**src/hw/tso_pkg.sv**
```systemverilog
package tso_pkg;
  localparam logic [19:0] ADDR_START_FIRST = 20'hE0030;
  localparam logic [19:0] ADDR_START_LAST  = 20'hE0037;
  localparam logic [19:0] ADDR_SLEN_LO     = 20'hE0038;
  localparam logic [19:0] ADDR_SLEN_HI     = 20'hE0039;
  localparam logic [19:0] ADDR_CTRL        = 20'hE003A;
  localparam logic [19:0] ADDR_VALID       = 20'hE003B;

  localparam int CTL_FRMSZ_LSB = 12;
  localparam int CTL_RATE_OVR  = 11;
  localparam int CTL_MODE      = 10;
  localparam int CTL_WSIZE     = 9;
  localparam int CTL_FS_INV    = 8;
  localparam int CTL_COLL_CLR  = 7;
  localparam int CTL_PIN_EN    = 6;
  localparam int CTL_PIN_OD    = 5;
  localparam int CTL_SRESET    = 4;
  localparam int CTL_BC_INV    = 3;
  localparam int CTL_ENABLE    = 2;
  localparam int CTL_IRQ_LSB   = 0;

  localparam logic [15:0] CTRL_RESET  = 16'h0000;
  localparam logic [15:0] START_RESET = 16'h0000;
  localparam logic [15:0] SLEN_RESET  = 16'h0000;
  localparam logic [15:0] VALID_RESET = 16'h0000;

  localparam logic [8:0] FRAME_BITS_256 = 9'h100;
  localparam logic [8:0] FRAME_BITS_192 = 9'h0C0;
  localparam logic [8:0] FRAME_BITS_128 = 9'h080;
  localparam logic [8:0] FRAME_BITS_64  = 9'h040;
  localparam logic [8:0] WORD_BITS_16   = 9'h010;
  localparam logic [8:0] WORD_BITS_8    = 9'h008;

  typedef enum logic [1:0]
  {
    ST_IDLE = 2'b00,
    ST_WAIT = 2'b01,
    ST_RUN  = 2'b11
  } tso_state_e;

  function automatic logic [8:0] frame_len(input logic [1:0] code);
    unique case (code)
      2'b00: frame_len = FRAME_BITS_256;
      2'b01: frame_len = FRAME_BITS_192;
      2'b10: frame_len = FRAME_BITS_128;
      2'b11: frame_len = FRAME_BITS_64;
    endcase
  endfunction

  function automatic logic [8:0] sample_bits(input logic [1:0] code);
    sample_bits = 9'h001 << code;
  endfunction

  // Frames between parallel loads, minus one: 16, 8, 4, 2 frames
  function automatic logic [3:0] reload_mask(input logic [1:0] code);
    reload_mask = 4'hF >> code;
  endfunction

  // Frames between interrupts, minus one: 2, 4, 8, 16 frames
  function automatic logic [3:0] irq_mask(input logic [1:0] code);
    irq_mask = 4'hF >> (2'h3 - code);
  endfunction
endpackage

```
**src/hw/tso_serial_out.sv**
```systemverilog
`timescale 1ns/10ps
`default_nettype none
module tso_serial_out
(
  input  wire logic        clock,
  input  wire logic        rstn,
  input  wire logic [19:0] reg_addr,
  input  wire logic [15:0] reg_wdata,
  input  wire logic        reg_wr,
  input  wire logic        reg_rd,
  output logic      [15:0] reg_rdata,
  output logic             reg_rvalid,
  input  wire logic        mux_wr,
  input  wire logic [3:0]  mux_chan,
  input  wire logic [15:0] chan_mux_word,
  input  wire logic        ext_bit_clock_pin,
  input  wire logic        ext_frame_sync_pin,
  output logic             serial_data_out_pin_o,
  output logic             serial_data_out_pin_oe_n,
  output logic             frame_irq,
  output logic             collision_error_irq
);
  typedef struct packed
  {
    logic [15:0][7:0]  start;
    logic [31:0]       slen;
    logic [15:0]       valid;
    logic [1:0]        frame_size_sel;
    logic              rate_override;
    logic              frame_or_simple_sel;
    logic              word_size_sel;
    logic              fsync_invert;
    logic              data_pin_enable;
    logic              data_pin_open_drain;
    logic              bitclk_invert;
    logic              section_enable;
    logic [1:0]        frame_irq_rate;
    logic              section_reset;
    tso_pkg::tso_state_e state;
    logic              obc_prev;
    logic              fs_prev;
    logic [8:0]        pos;
    logic              done_seen;
    logic [15:0][15:0] mux;
    logic [15:0]       fresh;
    logic [15:0][15:0] sreg;
    logic              coll;
    logic              irq;
    logic              dout;
    logic              doe_n;
    logic [15:0]       rdata;
    logic              rvalid;
  } tso_state_s;

  tso_state_s st_r;
  tso_state_s st_nxt;

  logic [1:0] pins_s;
  logic       int_bit_clock;
  logic       ofs;
  logic       bc_rise;
  logic       fs_rise;
  logic       frame_done;
  logic       sect_clr;
  logic [3:0] fcount;
  logic       irq_hit;
  logic       simple;
  logic [8:0] bits_cur;
  logic [8:0] span;
  logic [8:0] base;
  logic       hit_any;
  logic       hit_bit;
  logic       load;
  logic       coll_set;
  logic [15:0] word;
  logic [2:0] sel;
  int         ch;

  localparam int CTL_FRMSZ_LSB = tso_pkg::CTL_FRMSZ_LSB;
  localparam int CTL_IRQ_LSB   = tso_pkg::CTL_IRQ_LSB;

  tso_sync2
  #(
    .W (2)
  )
  u_sync
  (
    .clock    (clock),
    .rstn     (rstn),
    .async_in ({ext_frame_sync_pin, ext_bit_clock_pin}),
    .sync_out (pins_s)
  );

  tso_frame_ctr u_fctr
  (
    .clock   (clock),
    .rstn    (rstn),
    .clr     (sect_clr),
    .tick    (frame_done),
    .rate    (st_r.frame_irq_rate),
    .count   (fcount),
    .irq_hit (irq_hit)
  );

  assign int_bit_clock      = pins_s[0] ^ st_r.bitclk_invert;
  assign ofs      = pins_s[1] ^ st_r.fsync_invert;
  assign simple   = st_r.frame_or_simple_sel;
  assign sect_clr = st_r.section_reset || !st_r.section_enable;
  assign bc_rise  = int_bit_clock && !st_r.obc_prev && (st_r.state != tso_pkg::ST_IDLE);
  // Sync is sampled on bit-clock edges only, so glitches between edges are ignored
  assign fs_rise  = bc_rise && ofs && !st_r.fs_prev;
  assign span     = simple ? (st_r.word_size_sel ? tso_pkg::WORD_BITS_8
                                                 : tso_pkg::WORD_BITS_16)
                           : tso_pkg::frame_len(st_r.frame_size_sel);
  assign frame_done = bc_rise && (st_r.state == tso_pkg::ST_RUN) && !fs_rise
                      && !st_r.done_seen && (st_r.pos == span - 9'h001) && !simple;

  always_comb
  begin
    st_nxt   = st_r;
    hit_any  = 1'b0;
    hit_bit  = 1'b0;
    coll_set = 1'b0;
    load     = 1'b0;
    word     = 16'h0000;
    bits_cur = 9'h000;
    base     = 9'h000;
    sel      = 3'h0;

    st_nxt.section_reset = 1'b0;
    st_nxt.obc_prev      = int_bit_clock;
    st_nxt.irq           = 1'b0;
    st_nxt.rvalid        = reg_rd;

    if (reg_rd)
    begin
      st_nxt.rdata = 16'h0000;
      if (reg_addr >= tso_pkg::ADDR_START_FIRST && reg_addr <= tso_pkg::ADDR_START_LAST)
      begin
        sel = reg_addr[2:0];
        st_nxt.rdata = {st_r.start[{sel, 1'b1}], st_r.start[{sel, 1'b0}]};
      end
      else
      begin
        unique case (reg_addr)
          tso_pkg::ADDR_SLEN_LO: st_nxt.rdata = st_r.slen[15:0];
          tso_pkg::ADDR_SLEN_HI: st_nxt.rdata = st_r.slen[31:16];
          tso_pkg::ADDR_VALID:   st_nxt.rdata = st_r.valid;
          tso_pkg::ADDR_CTRL:
          begin
            st_nxt.rdata[CTL_FRMSZ_LSB +: 2] = st_r.frame_size_sel;
            st_nxt.rdata[tso_pkg::CTL_RATE_OVR] = st_r.rate_override;
            st_nxt.rdata[tso_pkg::CTL_MODE]     = st_r.frame_or_simple_sel;
            st_nxt.rdata[tso_pkg::CTL_WSIZE]    = st_r.word_size_sel;
            st_nxt.rdata[tso_pkg::CTL_FS_INV]   = st_r.fsync_invert;
            st_nxt.rdata[tso_pkg::CTL_PIN_EN]   = st_r.data_pin_enable;
            st_nxt.rdata[tso_pkg::CTL_PIN_OD]   = st_r.data_pin_open_drain;
            st_nxt.rdata[tso_pkg::CTL_BC_INV]   = st_r.bitclk_invert;
            st_nxt.rdata[tso_pkg::CTL_ENABLE]   = st_r.section_enable;
            st_nxt.rdata[CTL_IRQ_LSB +: 2]      = st_r.frame_irq_rate;
          end
          default: st_nxt.rdata = 16'h0000;
        endcase
      end
    end

    if (reg_wr)
    begin
      if (reg_addr >= tso_pkg::ADDR_START_FIRST && reg_addr <= tso_pkg::ADDR_START_LAST)
      begin
        sel = reg_addr[2:0];
        st_nxt.start[{sel, 1'b0}] = reg_wdata[7:0];
        st_nxt.start[{sel, 1'b1}] = reg_wdata[15:8];
      end
      else
      begin
        unique case (reg_addr)
          tso_pkg::ADDR_SLEN_LO: st_nxt.slen[15:0]  = reg_wdata;
          tso_pkg::ADDR_SLEN_HI: st_nxt.slen[31:16] = reg_wdata;
          tso_pkg::ADDR_VALID:   st_nxt.valid       = reg_wdata;
          tso_pkg::ADDR_CTRL:
          begin
            st_nxt.frame_size_sel      = reg_wdata[CTL_FRMSZ_LSB +: 2];
            st_nxt.rate_override       = reg_wdata[tso_pkg::CTL_RATE_OVR];
            st_nxt.frame_or_simple_sel = reg_wdata[tso_pkg::CTL_MODE];
            st_nxt.word_size_sel       = reg_wdata[tso_pkg::CTL_WSIZE];
            st_nxt.fsync_invert        = reg_wdata[tso_pkg::CTL_FS_INV];
            st_nxt.data_pin_enable     = reg_wdata[tso_pkg::CTL_PIN_EN];
            st_nxt.data_pin_open_drain = reg_wdata[tso_pkg::CTL_PIN_OD];
            st_nxt.bitclk_invert       = reg_wdata[tso_pkg::CTL_BC_INV];
            st_nxt.section_enable      = reg_wdata[tso_pkg::CTL_ENABLE];
            st_nxt.frame_irq_rate      = reg_wdata[CTL_IRQ_LSB +: 2];
            st_nxt.section_reset       = reg_wdata[tso_pkg::CTL_SRESET];
          end
          default: st_nxt.rdata = st_nxt.rdata;
        endcase
      end
    end

    if (mux_wr)
    begin
      st_nxt.mux[mux_chan] = chan_mux_word;
    end

    if (bc_rise)
    begin
      st_nxt.fs_prev = ofs;
      if (fs_rise)
      begin
        st_nxt.pos       = 9'h000;
        st_nxt.done_seen = 1'b0;
        st_nxt.state     = tso_pkg::ST_RUN;
      end
      else if (st_r.pos != 9'h1FF)
      begin
        st_nxt.pos = st_r.pos + 9'h001;
      end
      if (frame_done)
        st_nxt.done_seen = 1'b1;
    end

    // Loads happen at frame start; then the channel on this bit shifts
    for (ch = 0; ch < 16; ch++)
    begin
      word = st_r.sreg[ch];
      if (fs_rise && st_r.valid[ch])
      begin
        if (simple)
          load = (ch == 0);
        else if (st_r.rate_override)
          load = (fcount & tso_pkg::irq_mask(st_r.frame_irq_rate)) == 4'h0;
        else
          load = (fcount & tso_pkg::reload_mask(st_r.slen[2*ch +: 2])) == 4'h0;
        if (load)
        begin
          word = (simple && st_r.word_size_sel) ? {st_r.mux[ch][7:0], 8'h00}
                                                : st_r.mux[ch];
          st_nxt.fresh[ch] = 1'b0;
          // Underrun: reloading a word nobody refreshed since the last load
          if (!simple && !st_r.fresh[ch])
            coll_set = 1'b1;
        end
      end
      if (mux_wr && mux_chan == ch[3:0])
        st_nxt.fresh[ch] = 1'b1;
      bits_cur = simple ? span : tso_pkg::sample_bits(st_r.slen[2*ch +: 2]);
      base     = simple ? 9'h000 : {1'b0, st_r.start[ch]};
      // Parked position would wrap to slot 0 before the first sync
      if (bc_rise && !hit_any && st_r.valid[ch] && (!simple || ch == 0)
          && (fs_rise || st_r.pos != 9'h1FF)
          && (fs_rise ? 9'h000 : st_r.pos + 9'h001) >= base
          && (fs_rise ? 9'h000 : st_r.pos + 9'h001) < base + bits_cur)
      begin
        hit_any = 1'b1;
        hit_bit = word[15];
        word    = {word[14:0], 1'b0};
      end
      st_nxt.sreg[ch] = word;
    end

    if (bc_rise)
    begin
      st_nxt.dout  = hit_bit;
      // Idle slots release the line for other talkers on the bus
      st_nxt.doe_n = !(hit_any && st_r.data_pin_enable)
                     || (st_r.data_pin_open_drain && hit_bit);
    end
    if (!st_r.data_pin_enable)
      st_nxt.doe_n = 1'b1;
    if (st_nxt.data_pin_open_drain)
      st_nxt.dout = 1'b0;

    if (irq_hit && !simple)
      st_nxt.irq = 1'b1;

    // Fresh error wins over a clear arriving in the same cycle
    st_nxt.coll = (st_r.coll && !(reg_wr && reg_addr == tso_pkg::ADDR_CTRL
                                  && reg_wdata[tso_pkg::CTL_COLL_CLR] && !simple))
                  || coll_set;

    if (sect_clr)
    begin
      st_nxt.state     = st_nxt.section_enable ? tso_pkg::ST_WAIT : tso_pkg::ST_IDLE;
      st_nxt.pos       = 9'h1FF;
      st_nxt.done_seen = 1'b1;
      st_nxt.fs_prev   = 1'b1;
      st_nxt.sreg      = '0;
      st_nxt.fresh     = '0;
      st_nxt.irq       = 1'b0;
      st_nxt.doe_n     = 1'b1;
      st_nxt.dout      = 1'b0;
      if (st_r.section_reset)
        st_nxt.coll = 1'b0;
    end
  end

  always_ff @(posedge clock or negedge rstn)
  begin
    if (!rstn)
    begin
      st_r                     <= '0;
      st_r.start               <= {8{tso_pkg::START_RESET}};
      st_r.slen                <= {2{tso_pkg::SLEN_RESET}};
      st_r.valid               <= tso_pkg::VALID_RESET;
      st_r.frame_size_sel      <= tso_pkg::CTRL_RESET[CTL_FRMSZ_LSB +: 2];
      st_r.frame_irq_rate      <= tso_pkg::CTRL_RESET[CTL_IRQ_LSB +: 2];
      st_r.state               <= tso_pkg::ST_IDLE;
      st_r.pos                 <= 9'h1FF;
      st_r.done_seen           <= 1'b1;
      st_r.fs_prev             <= 1'b1;
      st_r.doe_n               <= 1'b1;
    end
    else
    begin
      st_r <= st_nxt;
    end
  end

  assign reg_rdata                = st_r.rdata;
  assign reg_rvalid               = st_r.rvalid;
  assign serial_data_out_pin_o    = st_r.dout;
  assign serial_data_out_pin_oe_n = st_r.doe_n;
  assign frame_irq                = st_r.irq;
  assign collision_error_irq      = st_r.coll;
endmodule
`default_nettype wire

```
**src/hw/tso_sync2.sv**
```systemverilog
`timescale 1ns/10ps
`default_nettype none
module tso_sync2
#(
  parameter int W = 2
)
(
  input  wire logic         clock,
  input  wire logic         rstn,
  input  wire logic [W-1:0] async_in,
  output logic      [W-1:0] sync_out
);
  typedef struct packed
  {
    logic [W-1:0] meta;
    logic [W-1:0] stable;
  } tso_sync_s;

  tso_sync_s st_r;
  tso_sync_s st_nxt;

  always_comb
  begin
    st_nxt.meta   = async_in;
    st_nxt.stable = st_r.meta;
  end

  always_ff @(posedge clock or negedge rstn)
  begin
    if (!rstn)
      st_r <= '0;
    else
      st_r <= st_nxt;
  end

  assign sync_out = st_r.stable;
endmodule
`default_nettype wire

```
**src/hw/tso_frame_ctr.sv**
```systemverilog
`timescale 1ns/10ps
`default_nettype none
module tso_frame_ctr
(
  input  wire logic       clock,
  input  wire logic       rstn,
  input  wire logic       clr,
  input  wire logic       tick,
  input  wire logic [1:0] rate,
  output logic      [3:0] count,
  output logic            irq_hit
);
  typedef struct packed
  {
    logic [3:0] cnt;
  } tso_fctr_s;

  tso_fctr_s st_r;
  tso_fctr_s st_nxt;
  logic [3:0] inc;

  always_comb
  begin
    inc        = st_r.cnt + 4'h1;
    st_nxt.cnt = st_r.cnt;
    if (clr)
      st_nxt.cnt = 4'h0;
    else if (tick)
      st_nxt.cnt = inc;
    // Shared count: low bits wrapping mark both reload and interrupt points
    irq_hit = tick && !clr && ((inc & tso_pkg::irq_mask(rate)) == 4'h0);
  end

  always_ff @(posedge clock or negedge rstn)
  begin
    if (!rstn)
      st_r <= '0;
    else
      st_r <= st_nxt;
  end

  assign count = st_r.cnt;
endmodule
`default_nettype wire

```
**config.mk**
```make
export PLATFORM = sky130hd
export DESIGN_NAME = tso_serial_out
export DESIGN_NICKNAME = d
export VERILOG_FILES = /design/src/hw/tso_pkg.sv /design/src/hw/tso_serial_out.sv /design/src/hw/tso_sync2.sv /design/src/hw/tso_frame_ctr.sv
export SDC_FILE = /design/constraint.sdc
export NUM_CORES = 2
export LEC_CHECK = 0
export ABC_CLOCK_PERIOD_IN_PS = 15350
export CORE_ASPECT_RATIO = 0.7
export CORE_UTILIZATION = 45
export DETAILED_ROUTE_END_ITERATION = 6
export DONT_BUFFER_PORTS = 1
export PLACE_DENSITY = 0.61
export REMOVE_ABC_BUFFERS = 1
export SLEW_MARGIN = 0
export SYNTH_ARGS = -nofsm -noshare
export SYNTH_HDL_FRONTEND = slang
export SYNTH_SLANG_ARGS = --single-unit
```
**constraint.sdc**
```tcl
create_clock -name clock -period 15.35 [get_ports clock]
set_input_delay 1.535 -clock clock [delete_from_list [all_inputs] [get_ports clock]]
set_output_delay 1.535 -clock clock [all_outputs]
set_load 0.01 [all_outputs]
```
## Yosys cells after proc, flatten, opt, wreduce, memory -nomap -nowiden

Cells that the tools add are included.

- Flip-flop bits (word level): 760
- Output and inout port bits: 21

- Add/sub/neg operators: 20
- $lt $le $gt $ge: 40
- Equal/unequal tests: 26
- Shift-type cells: 33
- Muxes and demuxes: 317
- Bitwise gates (word level): 21
- Reduce and logical (&&, ||, !) cells: 292

Operators with widths:

| cell | number |
|---|---|
| 2-to-1 mux 16 bit | 66 |
| 2-to-1 mux 276 bit | 1 |
| bitwise mux 128 bit | 2 |
| bitwise mux 256 bit | 1 |
| 2-to-1 mux 1 bit | 183 |
| 2-to-1 mux 9 bit | 20 |
| logical AND 1 bit | 165 |
| 2-to-1 mux 8 bit | 20 |
| adder 8 x 9 -> 9 bit | 16 |
| >= comparator 9 x 8 -> 1 bit | 16 |
| less-than comparator 9 bit | 16 |
| left shift 1 x 2 -> 9 bit (first input constant) | 16 |
| nonzero test 3 bit | 35 |
| == test 20 bit (second input constant) | 4 |
| zero test 4 bit | 19 |
| bitwise AND 4 bit | 18 |
| right shift 4 x 2 -> 4 bit (first input constant) | 17 |
| demux 16 bit (select 4 bit) | 1 |
| binary-select mux 8 bit (select 3 bit) | 2 |
| demux 8 bit (select 3 bit) | 2 |
| zero test 1 bit | 40 |
| AND reduction 2 bit | 20 |
| case mux 9 bit (4 select lines) | 1 |
| == test 4 bit (second input constant) | 8 |
| other kinds (32) | 60 |

## Depth between registers and ports, before layout

- Depth in word-level cells: 136
- Depth in mapped cells: 28
- Depth with buffers taken out: 21

## By module

From an unflattened synthesis, not the netlist that was laid out.

- Cells, all modules: 4311
- Area total of the unflattened synthesis: 46833.7 um2

Modules (own cells, without submodules):

| module | times used | cells each | area an instance (um2) |
|---|---|---|---|
| tso_serial_out | 1 | 4285 | 46508.4 |
| tso_frame_ctr | 1 | 22 | 225.2 |
| tso_sync2 | 1 | 4 | 100.1 |

## Worst setup path after synthesis

No wires, ideal clock.

- Path kind: register -> register
- Start: register st_r (netlist bit simple)
- End: register st_r[246] (netlist name)
- Arrival: 6.038 ns
- Data required time: 15.231 ns
- Path slack: 9.193 ns
- Stages on the path, launching flop included: 27
- Cell sequence: dfrtp_1 -> clkbuf_1 -> clkbuf_1 -> clkbuf_1 -> clkbuf_1 -> nor3_1 -> ha_1 -> fa_1 -> a21o_1 -> a21oi_1 -> nor2b_1 -> nand2_1 -> xnor2_1 -> nand2b_1 -> ha_1 -> a211oi_1 -> nor2_1 -> or4b_1 -> or4_1 -> o21a_1 -> nor4b_2 -> and2_1 -> buf_2 -> and2_1 -> buf_2 -> mux4_2 -> and2_1

RTL lines:

| item | RTL line | RTL |
|---|---|---|
| from (decl) | tso_serial_out.sv:55 | `tso_state_s st_r;` |
| from (signal assigned) | tso_serial_out.sv:315 | `st_r <= st_nxt;` |

==> metrics.cfg <==
[status]
status=finished, violations left
violations=slew limit

[global_routing]
grt_max_degree=761
grt_antenna_before_repair=5
grt_pass1_wl_mm=219
grt.total_usage=0.271
grt-ovfl-total=0
grt_pass1_vias=33600

[flow_run]
drv_cap=0

[detailed_routing]
detail_route.vias_per_cell=6.08
totalWireLength_mm=143
first_iter_violations=3052
postRouteAntennaNets=0
drc=0
num_vias=34400
firstDrtPassIters=6
routedWlPerCell_um=25.3

[logic_synthesis]
synth_seq_area_share=0.403
synthAdderAreaFrac=0.0932
ys_top_cells_by_count=dfrtp_1, mux2_2, nor2_1
async_flop_share=1.00
synth_top_area_frac=0.397
synthMostInstantiatedCell=dfrtp_1
synthCells=4329
yosysWarnings=0
synth-compound-area-share=0.0847
synth_edf_count=0
muxShareOfSynthArea=0.235
synth_top_family_by_area=multiplexers
synth.distinct_cells=85
synth.area.top_cells=dfrtp_1, mux2_2, ha_1
synth.avg_cell_area_sq_um=10.9
ys_ff_latch=760
synth_top_flop_cell=dfrtp_1
synthSimpleGateAreaFrac=0.127
yosysTopAreaCell=dfrtp_1
synth-xor-area-share=0.0206
synthesis.area_sq_um=47200

[critical_path]
crit_fanout=124
path_class=reg2reg
rrSetupSlack_ps=7670
regToRegStartpoint=simple
r2r_end=st_r[183]
cp-start-kind=flip-flop
cp.arrival_ps=8250
startpoint=simple
r2r_cells=23
endpoint_kind=flip-flop
required_ps=15920

[floorplan]
core_sq_um=103000
fp.dieH_um=273
rows=98
die-area_sq_um=106000
ios=84
dieWidth_um=389
initial_core_util=0.458

[timing]
timing.fmax_ghz=0.130
drv_slew=715
maxSlewHeadroom=-1.66
tightestPinTransition_ps=3990
fin_tns_setup_ps=0
post-route-period-util=0.501
setup_viol=0
hold_viol_final=0
skew_ps=44.4
rsz0062_at_grt=false
period_needed_ps=7680

[worst_hold_path]
hold_path.class=reg2reg
hp-start=u_sync.st_nxt[0]
hold_end=u_sync.sync_out[0]
hold_depth=0

[clocking]
cts-root-buf=clkbuf_16
clock_path_buffers=3
cts_resized=0
htree_levels=3
worstSkewPairLatency_ps=700
cts_num_sinks=760
cts_tree=built
cts_buffers=82
hold_buffers=0
clk_pin_slew_ps=60
cts_setup_buffers=0

[layout]
drive_gt1_frac=0.203
finalInstanceArea_sq_um=51600
nFillCells=9263
layout.nets=4646
seq_area_sq_um=19000
syn_to_final_growth_pct=9.35
postLayoutCoreUtil=0.501
multi_input_area_sq_um=26600

[placement]
portBuffers=0
gp_congestion=0.915
placed_area_sq_um=48600
hpwl_mm=94.3

[pwr]
power.density_nw_per_um2=92.0
p_leak_nw=24.2
ir_drop_mv=0.0829

-- area by class of cell --
type                       count  share of cell area
sequential                   760               0.369
clock buffer                 114              0.0464
clock inverter                35              0.0114
timing repair buffer          79              0.0117
inverter                     174              0.0127
tap                         1350              0.0327
multi-input combinational   3144               0.516
antenna                        4            0.000194
-- power breakdown --
group	switching (mW)	internal (mW)
Sequential	0.127	2.17
Combinational	0.0693	0.179
Clock	0.890	1.32
Total	1.09	3.66
-- critical path: stages, from the launching register on --
cell and delay [ps]:
dfrtp_4 640, buf_4 630, buf_12 480, nor3_1 140
ha_1 270, fa_1 470, a21o_1 200, a21oi_1 220
nor2b_1 90, nand2_1 80, xnor2_1 110, nand2b_1 80
ha_1 300, and4_1 210, nand3_1 70, a2bb2oi_1 150
o211ai_2 230, o21a_1 240, nor4b_2 520, buf_4 300
and2_1 340, nor2b_2 890, mux4_2 600, and2_1 170
-- layer usage --
layer,vias up,part of all wire,GRT usage
met5,-,0,0
met4,0,0.020,0.0578
met3,187,0.088,0.0640
li1,15400,-,-
met1,17600,0.48,0.416
met2,1176,0.41,0.385
-- through the flow --
stage               power (mW)  std cells  setup slack (ps)  hold slack, ps
detailed placement        2.57       5507              7890             341
global placement          2.56       5507              7930             340
CTS                       4.79       5656              7890             354
floorplan                 2.50       4078              1520             331
finish                    4.75       5660              7670             354
global route              4.91       5656              7250             370
-- flip-flops by register name, indices dropped and copies added (netlist names) --
signal / count
reg_rvalid: 1
serial_data_out_pin_o: 1
simple: 1
collision_error_irq: 1
u_sync.sync_out: 2
frame_irq: 1
u_sync.st_nxt: 2
st_r: 730
u_fctr.count: 4
reg_rdata: 16
serial_data_out_pin_oe_n: 1
-- placed cells by master (no fill, tap or decap), types with 11 or more instances in the layout --
master	n
dfrtp_1	747
mux2_2	451
buf_4	78
ha_1	326
a21o_1	67
and2_1	119
nand4_1	54
fa_1	16
nand3_1	52
clkbuf_8	20
dfstp_2	12
nor3_1	55
clkinv_2	13
xor2_1	21
o21ai_0	78
and3_1	17
nand2b_1	102
mux4_2	134
a211oi_1	54
inv_1	161
a21oi_1	311
mux2i_1	282
o211ai_1	14
nand3b_1	25
bufinv_16	13
nand2_1	150
nor3b_1	24
xnor2_1	88
clkbuf_16	83
nor4_1	13
nor2_1	382
a31oi_1	18
clkbuf_1	11
nor2b_1	108
-- kinds of logic (layout without fill, tap and decap cells) --
logic type                 Yosys count  in the layout
and+or+nand+nor                   1168           1168
muxes                              874            874
DFF                                760            760
AOI/OAI and AO/OA                  650            650
buffers and inverters              425            402
adders and majority gates          342            342
xor gates and xnor gates           110            110
other                                0              4
-- how the worst max path moves through the flow --
| stage | to | slack [ps] | cells past startpoint |
|---|---|---|---|
| 4_1_cts | st_r[183] | 7890 | 23 |
| 2_1_floorplan | st_r[182] | 1520 | 19 |
| 3_3_place_gp | st_r[183] | 7930 | 23 |
| 5_1_grt | st_r[185] | 7250 | 23 |
| 3_5_place_dp | st_r[183] | 7890 | 23 |
| 6_report | st_r[183] | 7670 | 23 |
No activity file was read; power rests on OpenSTA's default activity.
